===== config.mk =====
export PLATFORM = sky130hd
export DESIGN_NAME = nrp_host
export DESIGN_NICKNAME = d
export VERILOG_FILES = /design/src/rtl/nrp_pkg.sv /design/src/rtl/nrp_host.sv
export SDC_FILE = /design/constraint.sdc
export NUM_CORES = 1
export LEC_CHECK = 0
export BUFFER_PORTS_ARGS = -buffer_cell sky130_fd_sc_hd__buf_4
export CORE_ASPECT_RATIO = 1.4
export CORE_MARGIN = 2
export CORE_UTILIZATION = 25
export DETAILED_ROUTE_END_ITERATION = 12
export PLACE_DENSITY_LB_ADDON = 0.2
export RECOVER_POWER = 25
export SLEW_MARGIN = 20
export SYNTH_ARGS = -nofsm -noshare
export SYNTH_HDL_FRONTEND = slang
export SYNTH_SLANG_ARGS = --single-unit

===== constraint.sdc =====
create_clock -name pclk -period 4.9 [get_ports pclk]
set_clock_uncertainty 0.2 [all_clocks]
set_input_delay 0.735 -clock pclk [delete_from_list [all_inputs] [get_ports pclk]]
set_output_delay 0.735 -clock pclk [all_outputs]
set_load 0.02 [all_outputs]

===== src/rtl/nrp_pkg.sv =====
`default_nettype none
package nrp_pkg;
    // Clock and strobe timing.
    localparam int CLK_PERIOD_NS  = 10;
    localparam int STROBE_LOW_NS  = 15;
    localparam int STROBE_HIGH_NS = 10;
    localparam int SYNC_STAGES    = 2;
    localparam logic [3:0] LOW_CYC  = 4'((STROBE_LOW_NS + CLK_PERIOD_NS - 1) / CLK_PERIOD_NS);
    localparam logic [3:0] HIGH_CYC = 4'((STROBE_HIGH_NS + CLK_PERIOD_NS - 1) / CLK_PERIOD_NS);
    localparam logic [3:0] READ_LOW_CYC = 4'(int'(LOW_CYC) + SYNC_STAGES);
    // Command bytes.
    localparam logic [7:0] CMD_READ_SETUP  = 8'h00;
    localparam logic [7:0] CMD_READ_CONF   = 8'h30;
    localparam logic [7:0] CMD_RAND_OUT    = 8'h05;
    localparam logic [7:0] CMD_RAND_OUT_CF = 8'hE0;
    localparam logic [7:0] CMD_DATA_IN     = 8'h80;
    localparam logic [7:0] CMD_RAND_IN     = 8'h85;
    localparam logic [7:0] CMD_PROG_CONF   = 8'h10;
    localparam logic [7:0] CMD_CACHE_CONF  = 8'h15;
    localparam logic [7:0] CMD_STATUS      = 8'h70;
    localparam logic [7:0] CMD_RESET       = 8'hFF;
    // Row address layout: page in the low bits, block above.
    localparam int ROW_W   = 18;
    localparam int PAGE_W  = 6;
    localparam int BLOCK_W = ROW_W - PAGE_W;
    localparam logic [2:0] ADDR_ROW1 = 3'h2;
    localparam logic [2:0] ADDR_ROW2 = 3'h3;
    localparam logic [2:0] ADDR_ROW3 = 3'h4;
    // Register offsets.
    localparam logic [7:0] OFF_CYCLE  = 8'h00;
    localparam logic [7:0] OFF_STATUS = 8'h04;
    localparam logic [7:0] OFF_ID4    = 8'h08;
    localparam logic [7:0] OFF_ID5    = 8'h0C;
    // Cycle and status register fields.
    localparam int CYC_KIND_LSB = 8;
    localparam int STS_ERR_BIT  = 2;
    localparam int STS_BYTE_LSB = 8;
    localparam logic [31:0] RESET_WORD = 32'h0000_0000;

    typedef enum logic [2:0]
    {
        NRP_K_CMD   = 3'b000,
        NRP_K_ADDR  = 3'b001,
        NRP_K_WDATA = 3'b010,
        NRP_K_RDATA = 3'b011,
        NRP_K_WAIT  = 3'b100
    } nrp_kind_e;

    typedef enum logic [1:0]
    {
        NRP_IDLE  = 2'b00,
        NRP_SETUP = 2'b01,
        NRP_LOW   = 2'b10,
        NRP_HIGH  = 2'b11
    } nrp_state_e;

    typedef struct packed
    {
        logic       ce_n;
        logic       cle;
        logic       ale;
        logic       we_n;
        logic       read_strobe_n;
        logic       io_oe_n;
        logic [7:0] io_out;
    } nrp_pins_s;

    localparam nrp_pins_s PINS_IDLE = '{1'b1, 1'b0, 1'b0, 1'b1, 1'b1, 1'b1, 8'h00};
endpackage
`default_nettype wire


===== src/rtl/nrp_host.sv =====
`timescale 1ns/10ps
`default_nettype none
// Operation
// Device powers up with read setup latched
// Read: 00h, five addresses, 30h, then wait
// Device outputs one byte per read strobe
// Output starts at column, increments per strobe
// Random data output jumps column repeatedly
// Never program one page twice without erase; the code refuses only a repeat of the last confirmed page
// Program pages of a block in ascending order; the code checks only against the last confirmed page, and only in its block
// Program: 80h, five addresses, data bytes
// Random data input moves load pointer
// Confirm without data starts no programming
// Busy device accepts only status and reset
// Completion shown on ready pin and bit six
// Status bit zero gives pass or fail
// Status mode holds until next command
// Cache confirm frees cache register quickly
// Cache program sequence stays in one block
// Bit six cache ready, bit five true ready
// Cache pass/fail is the previous page
// Cache transfer waits for pending program
// Ready-pin-only host ends cache with 10h
// Fourth ID byte field encoding
// Fifth ID byte field encoding
// Status: fail one, ready one, protect zero
// No data or array command until ready
module nrp_host
(
    // Clock, reset and enable.
    input  wire logic        pclk,
    input  wire logic        presetn,
    input  wire logic        clk_en,
    // APB slave.
    input  wire logic        psel,
    input  wire logic        penable,
    input  wire logic        pwrite,
    input  wire logic [7:0]  paddr,
    input  wire logic [31:0] pwdata,
    output logic      [31:0] prdata,
    output logic             pready,
    output logic             pslverr,
    // Memory pins.
    output logic             ce_n,
    output logic             cle,
    output logic             ale,
    output logic             we_n,
    output logic             read_strobe_n,
    output logic             wp_n,
    input  wire logic [7:0]  io_in,
    output logic      [7:0]  io_out,
    output logic             io_oe_n,
    input  wire logic        rb_n
);
    nrp_pkg::nrp_state_e              state_reg, state_next;
    nrp_pkg::nrp_kind_e               kind_reg, kind_next;
    nrp_pkg::nrp_pins_s               pins_reg, pins_next;
    logic [7:0]                       byte_reg, byte_next;
    logic [3:0]                       cnt_reg, cnt_next;
    logic [7:0]                       rd_reg, rd_next;
    logic                             err_reg, err_next;
    logic                             status_mode_reg, status_mode_next;
    logic                             prog_open_reg, prog_open_next;
    logic                             row_cap_reg, row_cap_next;
    logic                             loaded_reg, loaded_next;
    logic                             cache_open_reg, cache_open_next;
    logic                             last_valid_reg, last_valid_next;
    logic [2:0]                       addr_idx_reg, addr_idx_next;
    logic [nrp_pkg::ROW_W-1:0]        row_reg, row_next;
    logic [nrp_pkg::ROW_W-1:0]        last_row_reg, last_row_next;
    logic [1:0]                       rb_sync;
    logic [7:0]                       io_s1, io_s2;
    logic                             rb_ok;
    logic                             go, cyc_wr, is_conf, same_blk, order_bad, repeat_bad;
    logic                             cache_bad, wait_bad, refuse;
    nrp_pkg::nrp_kind_e               go_kind;
    logic [7:0]                       go_byte;

    // Commands that a busy device would ignore must wait for ready.
    function automatic logic needs_ready(input nrp_pkg::nrp_kind_e k, input logic [7:0] b,
                                         input logic st_mode);
        if (k == nrp_pkg::NRP_K_CMD)
            needs_ready = (b != nrp_pkg::CMD_STATUS) && (b != nrp_pkg::CMD_RESET);
        else if (k == nrp_pkg::NRP_K_RDATA)
            needs_ready = !st_mode;
        else
            needs_ready = k == nrp_pkg::NRP_K_WAIT;
    endfunction

    function automatic logic is_write_kind(input nrp_pkg::nrp_kind_e k);
        is_write_kind = (k == nrp_pkg::NRP_K_CMD) || (k == nrp_pkg::NRP_K_ADDR)
                        || (k == nrp_pkg::NRP_K_WDATA);
    endfunction

    // Ready pin and data bus come from outside the clock domain.
    always_ff @(posedge pclk or negedge presetn)
    begin
        if (!presetn)
        begin
            rb_sync <= 2'h0;
            io_s1   <= 8'h00;
            io_s2   <= 8'h00;
        end
        else if (clk_en)
        begin
            rb_sync <= {rb_sync[0], rb_n};
            io_s1   <= io_in;
            io_s2   <= io_s1;
        end
    end
    assign rb_ok = rb_sync[1];

    assign cyc_wr  = psel && penable && pwrite && (paddr == nrp_pkg::OFF_CYCLE);
    assign go      = cyc_wr && (state_reg == nrp_pkg::NRP_IDLE) && clk_en;
    assign go_kind = nrp_pkg::nrp_kind_e'(pwdata[nrp_pkg::CYC_KIND_LSB +: 3]);
    assign go_byte = pwdata[7:0];
    assign is_conf = (go_kind == nrp_pkg::NRP_K_CMD) && prog_open_reg && loaded_reg
                     && ((go_byte == nrp_pkg::CMD_PROG_CONF)
                     || (go_byte == nrp_pkg::CMD_CACHE_CONF));
    assign same_blk = row_reg[nrp_pkg::ROW_W-1:nrp_pkg::PAGE_W]
                      == last_row_reg[nrp_pkg::ROW_W-1:nrp_pkg::PAGE_W];
    assign order_bad  = is_conf && last_valid_reg && same_blk
                        && (row_reg[nrp_pkg::PAGE_W-1:0] < last_row_reg[nrp_pkg::PAGE_W-1:0]);
    assign repeat_bad = is_conf && last_valid_reg && (row_reg == last_row_reg);
    assign cache_bad  = is_conf && cache_open_reg && !same_blk;
    assign wait_bad   = go_kind == nrp_pkg::NRP_K_WAIT && cache_open_reg;
    assign refuse     = order_bad || repeat_bad || cache_bad || wait_bad;

    always_comb
    begin
        state_next       = state_reg;
        kind_next        = kind_reg;
        byte_next        = byte_reg;
        pins_next        = pins_reg;
        cnt_next         = cnt_reg;
        rd_next          = rd_reg;
        err_next         = err_reg;
        status_mode_next = status_mode_reg;
        prog_open_next   = prog_open_reg;
        row_cap_next     = row_cap_reg;
        loaded_next      = loaded_reg;
        cache_open_next  = cache_open_reg;
        last_valid_next  = last_valid_reg;
        addr_idx_next    = addr_idx_reg;
        row_next         = row_reg;
        last_row_next    = last_row_reg;
        if (psel && penable && !pwrite && paddr == nrp_pkg::OFF_STATUS)
            err_next = 1'b0;
        unique case (state_reg)
            nrp_pkg::NRP_IDLE:
            begin
                if (go && !refuse)
                begin
                    kind_next  = go_kind;
                    byte_next  = go_byte;
                    state_next = nrp_pkg::NRP_SETUP;
                    if (go_kind == nrp_pkg::NRP_K_CMD)
                    begin
                        status_mode_next = go_byte == nrp_pkg::CMD_STATUS;
                        addr_idx_next    = 3'h0;
                        row_cap_next     = go_byte == nrp_pkg::CMD_DATA_IN;
                        if (go_byte == nrp_pkg::CMD_DATA_IN)
                        begin
                            prog_open_next = 1'b1;
                            loaded_next    = 1'b0;
                        end
                        else if (is_conf)
                        begin
                            prog_open_next  = 1'b0;
                            last_valid_next = 1'b1;
                            last_row_next   = row_reg;
                            cache_open_next = go_byte == nrp_pkg::CMD_CACHE_CONF;
                        end
                        else if (go_byte != nrp_pkg::CMD_STATUS && go_byte != nrp_pkg::CMD_RAND_IN)
                            prog_open_next = 1'b0;
                    end
                    else if (go_kind == nrp_pkg::NRP_K_ADDR)
                    begin
                        addr_idx_next = addr_idx_reg + 3'h1;
                        if (row_cap_reg && addr_idx_reg == nrp_pkg::ADDR_ROW1)
                            row_next[7:0] = go_byte;
                        if (row_cap_reg && addr_idx_reg == nrp_pkg::ADDR_ROW2)
                            row_next[15:8] = go_byte;
                        if (row_cap_reg && addr_idx_reg == nrp_pkg::ADDR_ROW3)
                            row_next[nrp_pkg::ROW_W-1:16] = go_byte[1:0];
                    end
                    else if (go_kind == nrp_pkg::NRP_K_WDATA && prog_open_reg)
                        loaded_next = 1'b1;
                end
            end
            nrp_pkg::NRP_SETUP:
            begin
                if (!needs_ready(kind_reg, byte_reg, status_mode_reg) || rb_ok)
                begin
                    if (kind_reg == nrp_pkg::NRP_K_WAIT)
                        state_next = nrp_pkg::NRP_IDLE;
                    else
                    begin
                        pins_next.ce_n          = 1'b0;
                        pins_next.cle           = kind_reg == nrp_pkg::NRP_K_CMD;
                        pins_next.ale           = kind_reg == nrp_pkg::NRP_K_ADDR;
                        pins_next.io_out        = byte_reg;
                        pins_next.io_oe_n       = !is_write_kind(kind_reg);
                        pins_next.we_n          = !is_write_kind(kind_reg);
                        pins_next.read_strobe_n = is_write_kind(kind_reg);
                        cnt_next   = is_write_kind(kind_reg) ? nrp_pkg::LOW_CYC - 4'h1
                                                             : nrp_pkg::READ_LOW_CYC - 4'h1;
                        state_next = nrp_pkg::NRP_LOW;
                    end
                end
            end
            nrp_pkg::NRP_LOW:
            begin
                cnt_next = cnt_reg - 4'h1;
                if (cnt_reg == 4'h0)
                begin
                    if (kind_reg == nrp_pkg::NRP_K_RDATA)
                        rd_next = io_s2;
                    pins_next.we_n          = 1'b1;
                    pins_next.read_strobe_n = 1'b1;
                    cnt_next   = nrp_pkg::HIGH_CYC - 4'h1;
                    state_next = nrp_pkg::NRP_HIGH;
                end
            end
            nrp_pkg::NRP_HIGH:
            begin
                cnt_next = cnt_reg - 4'h1;
                if (cnt_reg == 4'h0)
                begin
                    pins_next  = nrp_pkg::PINS_IDLE;
                    state_next = nrp_pkg::NRP_IDLE;
                end
            end
        endcase
        // A refusal in the same cycle as the clearing read still sets the flag.
        if (go && refuse)
            err_next = 1'b1;
    end

    always_ff @(posedge pclk or negedge presetn)
    begin
        if (!presetn)
        begin
            state_reg       <= nrp_pkg::NRP_IDLE;
            kind_reg        <= nrp_pkg::NRP_K_CMD;
            byte_reg        <= 8'h00;
            pins_reg        <= nrp_pkg::PINS_IDLE;
            cnt_reg         <= 4'h0;
            rd_reg          <= 8'h00;
            err_reg         <= 1'b0;
            status_mode_reg <= 1'b0;
            prog_open_reg   <= 1'b0;
            row_cap_reg     <= 1'b0;
            loaded_reg      <= 1'b0;
            cache_open_reg  <= 1'b0;
            last_valid_reg  <= 1'b0;
            addr_idx_reg    <= 3'h0;
            row_reg         <= '0;
            last_row_reg    <= '0;
        end
        else if (clk_en)
        begin
            state_reg       <= state_next;
            kind_reg        <= kind_next;
            byte_reg        <= byte_next;
            pins_reg        <= pins_next;
            cnt_reg         <= cnt_next;
            rd_reg          <= rd_next;
            err_reg         <= err_next;
            status_mode_reg <= status_mode_next;
            prog_open_reg   <= prog_open_next;
            row_cap_reg     <= row_cap_next;
            loaded_reg      <= loaded_next;
            cache_open_reg  <= cache_open_next;
            last_valid_reg  <= last_valid_next;
            addr_idx_reg    <= addr_idx_next;
            row_reg         <= row_next;
            last_row_reg    <= last_row_next;
        end
    end

    assign ce_n          = pins_reg.ce_n;
    assign cle           = pins_reg.cle;
    assign ale           = pins_reg.ale;
    assign we_n          = pins_reg.we_n;
    assign read_strobe_n = pins_reg.read_strobe_n;
    assign io_out        = pins_reg.io_out;
    assign io_oe_n       = pins_reg.io_oe_n;
    assign wp_n          = 1'b1;

    // A cycle write waits while the engine is busy, so software needs no polling.
    assign pready = !(cyc_wr && !go);

    always_comb
    begin
        prdata  = nrp_pkg::RESET_WORD;
        pslverr = 1'b0;
        unique case (paddr)
            nrp_pkg::OFF_CYCLE:  prdata = {24'h0, byte_reg};
            nrp_pkg::OFF_STATUS: prdata = {16'h0, rd_reg, 5'h0, err_reg, rb_ok,
                                           state_reg != nrp_pkg::NRP_IDLE};
            // Fourth ID byte: page, spare, block, width, access speed.
            nrp_pkg::OFF_ID4:    prdata = {5'h0, rd_reg[7], rd_reg[3], rd_reg[6],
                                           6'h0, rd_reg[5:4], 7'h0, rd_reg[2], 6'h0,
                                           rd_reg[1:0]};
            // Fifth ID byte: plane count and plane size.
            nrp_pkg::OFF_ID5:    prdata = {21'h0, rd_reg[6:4], 6'h0, rd_reg[3:2]};
            default:             pslverr = psel && penable;
        endcase
    end
endmodule
`default_nettype wire


==> summary.md <==
| Metric | Value |
|---|---|
| Clock period minus worst slack | `3.38 ns` |
| Post-synth EDFFs | `0` |
| Initial antenna violation count | `0` |
| Syn Std Cell Area | `5110 µm²` |
| Worst EP arrival | `3.41 ns` |
| Worst r2r src | `row_reg[4]$_DFFE_PN0P_` |
| CTS clk-pin slew, worst paths | `0.08 ns` |
| Hold Vio Cnt, Final | `0` |
| Reg-to-reg endpoint | `kind_reg[2]$_DFFE_PN0P_` |
| Via density | `4.64` |
| Final nets | `558` |
| Fin cells | `748` |
| Crit-path max FO | `11` |
| Sw power | `0.551 mW` |
| Leak Pwr | `3.01 nW` |
| Ys flop type | `dfrtp_1` |
| Seq/Total Area, Yosys | `50.5%` |
| Vias in the first global route | `3688` |
| Global-route wire length before repair | `20.2 mm` |
| Num CTS Buffers | `9` |
| VDD IR max | `0.222 mV` |
| Antenna Violating Nets Remaining | `0` |
| Hold_buf cts | `0` |
| Final Routed Wirelength | `12.2 mm` |
| Crit-path max cell delay | `0.84 ns` |
| Crit end category | `flip-flop` |
| Comb power frac | `14.1%` |
| Slew HR | `27.5%` |
| Total chip power | `2.07 mW` |
| Max Slew Vio Count | `0` |
| TritonCTS Sinks | `103` |
| Least-Margin Pin Slew | `1.08 ns` |
| Pwr dens | `335 nW/µm²` |
| Period utilization | `69.0%` |
| Top-count cell post-synth | `dfrtp_1` |
| Width of the die | `125 µm` |
| Syn Area/Cell | `12.0 µm²` |
| Worst r2r path cells | `7` |
| DRC violations left | `0` |
| Placed Cells incl. Taps | `732` |
| Synth Warn # | `0` |
| CTS Buffer Depth | `2` |
| Routed len/inst | `16.3 µm` |
| CTS tree | `built` |
| Part of the power in registers | `46.8%` |
| # IOs | `104` |
| Critical Path, Cell by Cell | `buf_4 -> nor2_1 -> and4_1 -> and4_1 -> o21ai_1 -> nor2_1 -> mux2_2` |
| GR Overflow Total | `0` |
| Clock share of power | `39.1%` |
| Synth-to-Final Area Change | `20.9%` |
| Outcome | `complete, no violations` |
| Layout cells sized above 1 | `36.1%` |
| Dpl ws | `1.15 ns` |
| # port buffers | `70` |
| P_int | `1.52 mW` |
| RSZ-0062 raised after global routing | `no` |
| Max-cap violation count | `0` |
| DRT Pass-1 Iters | `4` |
| Via count | `3474` |
| Die area | `21600 µm²` |
| HPWL Detailed | `8.76 mm` |
| Synthesized flop and latch total | `103` |
| FP Rows | `61` |
| Slowest cell on the critical path | `nor2_1` |
| Die H | `173 µm` |
| Largest net degree at the start of global routing | `77` |
| Worst path required time | `4.93 ns` |
| Cts repair resizes | `0` |
| Cell type with the highest aggregate area in the netlist | `dfrtp_1` |
| Startpoint types | `input pin` |
| Setup violations, final | `0` |
| Synth cell count leaders | `dfrtp_1, mux2_2, nor2_1, inv_1, and2_1` |
| Initial DRC Count | `105` |
| Crit path kind | `input pin to flip-flop` |
| Root Driver | `clkbuf_16` |
| Fin Setup TNS | `0 ns` |
| Fmax | `296 MHz` |
| Worst Hold Class | `input pin to asynchronous set/reset pin` |
| Cell variety after synth | `64` |
| Final setup margin | `1.52 ns` |
| CTS H-tree lvls | `3` |
| Starting density of the core | `25.6%` |
| Placer Congestion | `0.776` |
| Ant diodes | `0` |
| Top cell type's share of synthesized area | `48.5%` |
| Placed cell areas | `5840 µm²` |
| Worst R2R Setup Slack | `1.74 ns` |
| Synth area leaders | `dfrtp_1, mux2_2, ha_1` |
| Hold_ws | `0.195 ns` |
| Clk_lat worst skew | `0.35 ns` |
| Core outline area | `20000 µm²` |
| Asr flop ratio synth | `100%` |
| Final design area excluding fillers | `6180 µm²` |
| Switching part of the total power | `26.7%` |
| Post-Synthesis Cells | `426` |
| Overall Global Routing Usage | `11.7%` |
| Core Util, Final | `30.9%` |
| Postcts setup bufs | `0` |
## kinds of logic after synthesis
logic type	count (synthesis)	share of synthesized area [%]
and+or+nand+nor	111	12.7
DFF	103	50.5
muxes	82	18.8
AOI/OAI and AO/OA	56	7.95
buffers and inverters	47	4.75
xor gates and xnor gates	13	2.23
adders and majority gates	12	2.94
other	2	0.147
## power by group through the flow
stage	sequential (mW)	combinational, mW	clock (mW)
4_1_cts	0.969	0.299	0.830
6_report	0.967	0.292	0.810
3_3_place_gp	0.983	0.292	0
5_1_grt	0.977	0.329	0.875
3_5_place_dp	0.986	0.296	0
2_1_floorplan	0.980	0.188	0
## critical path, delay by kind of cell
| family | cells | cell delay [ns] |
|---|---|---|
| AOI/OAI and AO/OA | 1 | 0.27 |
| buffers and inverters | 1 | 0.11 |
| muxes | 1 | 0.42 |
| and+or+nand+nor | 4 | 1.87 |
## cell usage in the layout (no fill, tap or decap), types with 3 or more instances in the layout
cell type and n:
dfstp_2 4, nor3_1 3, conb_1 12, a21o_1 3
and3_1 5, a21oi_1 7, buf_4 71, and2_1 15
mux2_4 8, o41ai_1 3, inv_1 19, o31ai_1 6
nor4_2 4, mux2_2 69, nand2b_1 5, xor2_1 12
mux2i_1 3, ha_1 12, nand2_1 12, nand4_1 3
o21ai_0 7, nor2_1 29, a22o_1 10, nand3_1 10
dfrtp_1 99, clkbuf_16 9, o21ai_1 3, nor2b_1 5
## worst max-delay path by stage
stage,start,endpoint
6_report,paddr[7],kind_reg[2]$_DFFE_PN0P_
5_1_grt,paddr[7],byte_reg[2]$_DFFE_PN0P_
3_5_place_dp,paddr[7],byte_reg[3]$_DFFE_PN0P_
4_1_cts,paddr[7],byte_reg[0]$_DFFE_PN0P_
2_1_floorplan,paddr[2],row_reg[10]$_DFFE_PN0P_
3_3_place_gp,paddr[7],byte_reg[6]$_DFFE_PN0P_
## routing by layer
layer	share of wire, %	up-vias	wire length, µm	track usage (%)
li1	-	1620	-	-
met1	45	1763	5490	14.9
met2	49	80	5990	19.8
met3	4.4	11	531	2.75
met4	1.3	0	153	3.24
met5	0	-	0	0
## layout make-up
cell class                 count  area [µm²]
tap                          252         315
inverter                      19        71.3
sequential                   103        2580
clock buffer                  12         256
multi-input combinational    286        2330
fill                        2056       13800
timing repair buffer          72         544
clock inverter                 4        77.6
Power figures use the tool's default switching activity.
